===== src/charger_limit_pkg.sv =====
// Contract
// Host writes 0F/0Eh pair as limit
// Upper bits 6..0 weigh 3200..50 mA
// Zero code gives 50 mA limit
// Limit spans 50 to 6400 mA
// Default 3.3 A at reset, adapter removal
// Reset code 4000h, bit 6 set
// Programmed value is a maximum
// Host keeps bit 7 zero, else invalid
// Min rail low byte ignored, reserved
// Battery below minimum: FET linear mode
// FET off: rail 160 mV above battery
// Host sequence for running without FET
// Host sets low limit leaving high-Z
// Over limit or undervoltage: cut charge
// Charge zero, load rises: battery discharges
// Limit pin disabled by bit or >4 V
// External loop drives limit pin
// Ignore min rail outside 1.024-16.128 V
// Min rail bits 5..0 weigh 8192..256 mV
// Low byte first, apply after high byte
package charger_limit_pkg;
   localparam logic [7:0] ADDR_MIN_RAIL_LO = 8'h0c;
   localparam logic [7:0] ADDR_MIN_RAIL_HI = 8'h0d;
   localparam logic [7:0] ADDR_ILIM_LO = 8'h0e;
   localparam logic [7:0] ADDR_ILIM_HI = 8'h0f;
   localparam logic [7:0] ADDR_CTRL = 8'h32;
   localparam int CTRL_PIN_DIS_BIT = 7;
   localparam int ILIM_RSVD_BIT = 7;
   localparam logic [15:0] ILIM_RESET = 16'h4000;
   localparam logic [7:0] MIN_RAIL_RESET = 8'h0e;
   localparam logic [7:0] MIN_RAIL_LOW_CODE = 8'h04;
   localparam logic [7:0] MIN_RAIL_HIGH_CODE = 8'h3f;
   localparam logic [7:0] MIN_RAIL_RSVD_MASK = 8'hc0;
   localparam logic [12:0] ILIM_STEP_MA = 13'h0032;
   localparam logic [12:0] ILIM_OFFSET_MA = 13'h0032;
   localparam logic [14:0] RAIL_STEP_MV = 15'h0100;
   localparam logic [15:0] RAIL_ABOVE_BATT_MV = 16'h00a0;

   typedef struct packed {
      logic wr;
      logic [7:0] addr;
      logic [7:0] data;
   } reg_wr_t;

   typedef struct packed {
      logic batt_below_min;
      logic input_over_limit;
      logic input_under_volt;
      logic charge_at_zero;
      logic load_rising;
      logic pin_above_4v;
   } analog_sense_t;
endpackage : charger_limit_pkg


===== src/charger_input_limit_regs.sv =====
`timescale 1ns/1ps
`default_nettype none
module charger_input_limit_regs (
   input wire logic sys_clk_in,                           // 20 MHz clock
   input wire logic rst_n_in,                             // Async reset, active low
   input wire charger_limit_pkg::reg_wr_t wr_in,          // Byte write from serial slave
   input wire logic [7:0] rd_addr_in,                     // Read address
   input wire logic adapter_present_in,                   // Adapter attached
   input wire logic high_impedance_mode_in,               // High-Z requested
   input wire charger_limit_pkg::analog_sense_t sense_in, // Comparator levels
   output logic [7:0] rd_data_out,                        // Read data, registered
   output logic [12:0] input_limit_ma_out,                // Applied limit in mA
   output logic [14:0] min_rail_mv_out,                   // Minimum rail in mV
   output logic linear_pass_mode_out,                     // FET in linear mode
   output logic rail_track_batt_out,                      // Hold rail above battery
   output logic [15:0] rail_offset_mv_out,                // Rail offset over battery
   output logic reduce_charge_out,                        // Back off charge current
   output logic battery_discharge_out,                    // Battery supplements load
   output logic limit_pin_enabled_out                     // Limit pin in use
);
   import charger_limit_pkg::*;

   // Decode one address, used for both write and read paths
   function automatic logic hit(input logic [7:0] a, input logic [7:0] ref_a);
      hit = (a == ref_a);
   endfunction : hit

   logic [7:0] ilim_lo_hold_r, ilim_lo_hold_nxt;
   logic [15:0] ilim_r, ilim_nxt;
   logic [7:0] rail_hold_r, rail_hold_nxt;
   logic [7:0] rail_r, rail_nxt;
   logic ctrl_pin_dis_r, ctrl_pin_dis_nxt;
   logic adapter_d_r;

   // Register file next state
   always_comb begin
      ilim_lo_hold_nxt = ilim_lo_hold_r;
      ilim_nxt = ilim_r;
      rail_hold_nxt = rail_hold_r;
      rail_nxt = rail_r;
      ctrl_pin_dis_nxt = ctrl_pin_dis_r;
      if (wr_in.wr) begin
         if (hit(wr_in.addr, ADDR_ILIM_LO)) begin
            ilim_lo_hold_nxt = 8'h00; // low byte staged, reserved bits dropped
         end
         if (hit(wr_in.addr, ADDR_ILIM_HI) && !wr_in.data[ILIM_RSVD_BIT]) begin
            ilim_nxt = {wr_in.data, ilim_lo_hold_r}; // applied on high byte
         end
         if (hit(wr_in.addr, ADDR_MIN_RAIL_LO)) begin
            rail_hold_nxt = rail_hold_r; // value ignored
         end
         // Out-of-range or reserved-bit writes leave the setting alone
         if (hit(wr_in.addr, ADDR_MIN_RAIL_HI) && ((wr_in.data & MIN_RAIL_RSVD_MASK) == 8'h00)
             && wr_in.data >= MIN_RAIL_LOW_CODE && wr_in.data <= MIN_RAIL_HIGH_CODE) begin
            rail_nxt = wr_in.data;
         end
         if (hit(wr_in.addr, ADDR_CTRL)) begin
            ctrl_pin_dis_nxt = wr_in.data[CTRL_PIN_DIS_BIT];
         end
      end
      // Adapter loss wins over a limit write in the same cycle
      if (adapter_d_r && !adapter_present_in) begin
         ilim_nxt = ILIM_RESET;
      end
   end

   // Register file flops
   always_ff @(posedge sys_clk_in or negedge rst_n_in) begin
      if (!rst_n_in) begin
         ilim_lo_hold_r <= 8'h00;
         ilim_r <= ILIM_RESET;
         rail_hold_r <= 8'h00;
         rail_r <= MIN_RAIL_RESET;
         ctrl_pin_dis_r <= 1'b0;
         adapter_d_r <= 1'b0;
      end else begin
         ilim_lo_hold_r <= ilim_lo_hold_nxt;
         ilim_r <= ilim_nxt;
         rail_hold_r <= rail_hold_nxt;
         rail_r <= rail_nxt;
         ctrl_pin_dis_r <= ctrl_pin_dis_nxt;
         adapter_d_r <= adapter_present_in;
      end
   end

   logic [7:0] rd_nxt;
   logic [12:0] limit_nxt;
   logic [14:0] rail_mv_nxt;
   logic lin_nxt, track_nxt, reduce_nxt, dis_nxt, pin_en_nxt;
   logic [15:0] offs_nxt;

   // Control outputs computed from settings and sense levels
   always_comb begin
      rd_nxt = 8'h00;
      if (hit(rd_addr_in, ADDR_ILIM_HI)) begin
         rd_nxt = ilim_r[15:8];
      end else if (hit(rd_addr_in, ADDR_ILIM_LO)) begin
         rd_nxt = ilim_r[7:0];
      end else if (hit(rd_addr_in, ADDR_MIN_RAIL_HI)) begin
         rd_nxt = rail_r;
      end else if (hit(rd_addr_in, ADDR_CTRL)) begin
         rd_nxt = {ctrl_pin_dis_r, 7'h00};
      end
      // Code 0 still gives the offset; the result is a ceiling, not a target
      limit_nxt = 13'(ilim_r[14:8] * ILIM_STEP_MA) + ILIM_OFFSET_MA;
      rail_mv_nxt = 15'(rail_r[5:0] * RAIL_STEP_MV);
      lin_nxt = sense_in.batt_below_min;
      track_nxt = !sense_in.batt_below_min; // FET off case, regulator tracks battery
      offs_nxt = RAIL_ABOVE_BATT_MV;
      reduce_nxt = sense_in.input_over_limit || sense_in.input_under_volt;
      dis_nxt = reduce_nxt && sense_in.charge_at_zero && sense_in.load_rising;
      pin_en_nxt = !ctrl_pin_dis_r && !sense_in.pin_above_4v;
   end

   // Output flops
   always_ff @(posedge sys_clk_in or negedge rst_n_in) begin
      if (!rst_n_in) begin
         rd_data_out <= 8'h00;
         input_limit_ma_out <= 13'h0000;
         min_rail_mv_out <= 15'h0000;
         linear_pass_mode_out <= 1'b0;
         rail_track_batt_out <= 1'b0;
         rail_offset_mv_out <= 16'h0000;
         reduce_charge_out <= 1'b0;
         battery_discharge_out <= 1'b0;
         limit_pin_enabled_out <= 1'b0;
      end else begin
         rd_data_out <= rd_nxt;
         input_limit_ma_out <= limit_nxt;
         min_rail_mv_out <= rail_mv_nxt;
         linear_pass_mode_out <= lin_nxt;
         rail_track_batt_out <= track_nxt;
         rail_offset_mv_out <= offs_nxt;
         reduce_charge_out <= reduce_nxt;
         battery_discharge_out <= dis_nxt;
         limit_pin_enabled_out <= pin_en_nxt;
      end
   end
endmodule : charger_input_limit_regs
`default_nettype wire


===== config.mk =====
export PLATFORM = sky130hd
export DESIGN_NAME = charger_input_limit_regs
export DESIGN_NICKNAME = d
export VERILOG_FILES = /design/src/charger_limit_pkg.sv /design/src/charger_input_limit_regs.sv
export SDC_FILE = /design/constraint.sdc
export NUM_CORES = 1
export LEC_CHECK = 0
export ABC_AREA = 1
export BUFFER_PORTS_ARGS = -buffer_cell sky130_fd_sc_hd__buf_2
export CAP_MARGIN = 20
export CORE_UTILIZATION = 51
export DETAILED_ROUTE_END_ITERATION = 10
export PLACE_DENSITY = 0.81
export SYNTH_ARGS = -nofsm -noshare
export SYNTH_HDL_FRONTEND = slang
export SYNTH_SLANG_ARGS = --single-unit

===== constraint.sdc =====
create_clock -name sys_clk_in -period 3.8 [get_ports sys_clk_in]
set_input_delay 0.38 -clock sys_clk_in [delete_from_list [all_inputs] [get_ports sys_clk_in]]
set_output_delay 0.38 -clock sys_clk_in [all_outputs]
set_load 0.03 [all_outputs]

==> reports/results.tsv <==
stage	metric	value	unit
run_status	status	finished, final reports clean	
worst_hold_path	Hold Crit Class	in -> reg	
timing	endpoints failing hold	0	
routing	initial DRC count	117	
placed_design	Post-Place Cell Area	3080	um2
die	Die W	75.8	um
setup_path	reg2reg path depth	15	
timing	Tmin final	2.81	ns
die	Starting Density	53.7	%
setup_path	Crit path top cell by count	nand2_1	
global_route	first-pass GRT wire length	7880	um
power_and_ir_drop	Combinational Power Share	10.2	%
timing	Final period util	73.8	%
finish	fin area	3230	um2
global_route	global route overflow	0	
placed_design	dpl cells	426	
synthesis	sequential share of the synthesized area	45.3	%
cts	clock sinks	50	
routing	Pre-antenna DRT Iters	4	
synthesis	synth warn	0	
global_route	Total GRT Usage	18.3	%
placed_design	GPL Wtd Cong	0.821	
placed_design	port bufs	66	
power_and_ir_drop	P_int	0.767	mW
power_and_ir_drop	PwrDens	320	nW/um2
setup_path	CP max FO	5	
setup_path	CP max-delay cell	fa_1	
cts	Num CTS Buffers	5	
timing	# setup viols final	0	
power_and_ir_drop	P_sw	0.265	mW
die	Die ar.	5740	um2
timing	setup_tns	0	ns
cts	# resized after CTS	0	
routing	top routing layer used	met4	
setup_path	Crit path max-delay family	adder cells	
cts	clock-pin slew on the worst setup and hold paths	0.10	ns
power_and_ir_drop	peak supply drop	0.151	mV
die	IO Count	92	
timing	Slew headroom	62.4	%
setup_path	Worst Path Arrival	3.01	ns
synthesis	Synth cell types	31	
placed_design	Post-DP HPWL	3730	um
cts	Max clock buf depth	2	
power_and_ir_drop	Pleak	1.86	nW
routing	met2 WL	2440	um
routing	M1 WL	2070	um
power_and_ir_drop	Clk network pwr share	37.2	%
setup_path	critical path depth	15	
routing	wire per inst	11.2	um
cts	CTS tree	built	
timing	final slew viol count	0	
routing	ANT nets after route	0	
setup_path	Req. time, crit path	4.01	ns
synthesis	Mapped Area	2780	um2
die	Die H	75.8	um
global_route	vias in the first global route	1829	
cts	htree depth	2	
setup_path	Crit Path Class	reg -> reg	
cts	# hold bufs at CTS	0	
setup_path	worst-path cell chain	ha_1, ha_1, fa_1, ha_1, nand2_1, nand2_1, inv_1, nand2_2, nand2_1, nand2_2, nand2_1, nor2_2, nand2_1, nand2_1, nand2_1	
routing	# DRC	0	
routing	final WL	4880	um
timing	Max Clk Rate	0.356	GHz
cts	Post-CTS Setup Bufs	0	
cts	clk_lat worst skew	0.31	ns
setup_path	slowest stage delay, CP	0.46	ns
finish	antenna cell count	0	
setup_path	CP Launch Type	register	
timing	RSZ-0062 raised after global routing	false	
synthesis	cells after synthesis	293	
routing	via count	2080	
finish	Layout area overhead	16.3	%
global_route	antenna violations before repair	0	
synthesis	Synth Area per Inst	9.47	um2
cts	root buffer cell	clkbuf_8	
routing	vias per inst	4.77	
power_and_ir_drop	sequential power share	52.6	%
finish	Layout Cells excl Fill	436	
setup_path	CP Buf/Inv Count	1	
worst_hold_path	Hold Path Cell Cnt	1	
finish	share of layout cells above drive strength 1	26.5	%
power_and_ir_drop	switching portion of total power	25.7	%
setup_path	Worst setup EP type	register	
die	row cnt	26	
timing	Worst-Margin Slew	0.561	ns
power_and_ir_drop	Total Power	1.03	mW
run	max-cap viol count	0	
finish	# nets final	428	
synthesis	Yosys reg bits	50	
die	core area	5170	um2
routing	DR WL met3	242	um
timing	Worst Skew	0.00668	ns
global_route	largest net degree at the start of global routing	51	
==> area by class of cell <==
class | instances | area, um2
Fill cell | 405 | 1940
Sequential cell | 50 | 1260
Multi-Input combinational cell | 200 | 1260
Timing Repair Buffer | 68 | 360
Inverter | 40 | 150
Tap cell | 70 | 87.6
Clock buffer | 5 | 68.8
Clock inverter | 3 | 48.8
==> cell families after synthesis <==
| family | count (synthesis) | synth area share (%) |
|---|---|---|
| flip-flops | 50 | 45.3 |
| AO/OA/AOI/OAI | 26 | 5.95 |
| buffers and inverters | 66 | 12.6 |
| AND/OR/NAND/NOR | 112 | 19.9 |
| adder cells (fa/ha/maj) | 28 | 13.2 |
| XOR/XNOR | 9 | 2.84 |
| other | 2 | 0.271 |
==> synthesized netlist by cell type <==
cell type,count,share of area (%)
nand2_1,48,6.5
dfrtp_1,46,41
inv_1,40,5.4
ha_1,26,12
buf_4,25,6.8
nand3_1,25,4.5
nor2_1,16,2.2
xor2_1,7,2.2
a21oi_1,6,1.1
o21ai_0,6,1.1
o22ai_1,6,1.4
nand2_2,5,1.1
o21ai_2,5,1.6
dfstp_2,4,3.8
nand4_1,4,0.90
nand3b_1,3,0.81
nor2_2,3,0.68
conb_1,2,0.27
fa_1,2,1.4
nor3_4,2,1.2
xnor2_1,2,0.63
buf_6,1,0.41
nand2_4,1,0.41
nand3_2,1,0.36
nor3_1,1,0.18
nor3b_4,1,0.68
nor4_1,1,0.23
o211ai_1,1,0.27
o21a_1,1,0.27
o22a_1,1,0.32
or2_1,1,0.23
==> sequential cells by signal (all words and copies together), names as in the netlist <==
| register | cells |
|---|---|
| limit_pin_enabled_out | 1 |
| rd_data_out | 8 |
| reduce_charge_out | 1 |
| linear_pass_mode_out | 1 |
| ctrl_pin_dis_r | 1 |
| battery_discharge_out | 1 |
| rail_track_batt_out | 1 |
| input_limit_ma_out | 12 |
| min_rail_mv_out | 6 |
| rail_r | 8 |
| rail_offset_mv_out | 1 |
| ilim_r | 8 |
| adapter_d_r | 1 |
==> per-stage QoR <==
step                setup slack [ns]  util [%]  hold slack, ns
detailed placement              1.00      59.6           0.389
floorplan                       1.16         -          0.0844
global route                   0.775      62.4           0.185
global placement                1.03      59.6           0.385
CTS                            0.991      61.8           0.185
finish                         0.994      62.4           0.189
==> layout by cell type, fill, tap and decap left out, types with 4 or more instances in the layout <==
cell type,n
a21oi_1,6
buf_2,66
clkbuf_8,5
conb_1,25
dfrtp_1,46
dfstp_2,4
ha_1,26
inv_1,40
nand2_1,48
nand2_2,5
nand3_1,25
nand4_1,4
nor2_1,16
o21ai_0,6
o21ai_2,5
o22ai_1,6
xor2_1,7
==> final timing paths <==
path	slack (ns)	startpoint	end
max	0.99	ilim_r[10]	input_limit_ma_out[11]
min	0.19	adapter_present_in	adapter_d_r
max reg2reg	0.99	ilim_r[10]	input_limit_ma_out[11]
min reg2reg	0.42	rail_r[1]	min_rail_mv_out[9]
max in group asynchronous	2.86	rst_n_in	rail_r[1]
min in group asynchronous	0.42	rst_n_in	input_limit_ma_out[11]
==> worst reg2reg max path, stage by stage, from the launching register on <==
cell	delay, ns
dfrtp_1	0.44
ha_1	0.31
ha_1	0.31
fa_1	0.46
ha_1	0.37
nand2_1	0.07
nand2_1	0.08
inv_1	0.06
nand2_2	0.07
nand2_1	0.06
nand2_2	0.10
nand2_1	0.07
nor2_2	0.14
nand2_1	0.06
nand2_1	0.05
nand2_1	0.04
==> power groups by stage <==
stage                     registers [mW]  logic (mW)  clock network (mW)
after floorplan                    0.564      0.0712                   0
after global placement             0.553       0.101                   0
after detailed placement           0.553       0.103                   0
after CTS                          0.543       0.103               0.393
after global routing               0.544       0.116               0.420
final                              0.543       0.105               0.384
==> routing by layer <==
metal | GRT usage (%) | up-vias
met5 | 0 | -
met4 | 8.23 | 0
met3 | 4.50 | 13
met2 | 30.1 | 76
met1 | 22.7 | 950
li1 | - | 1041
(Power assumes the default switching activity.)
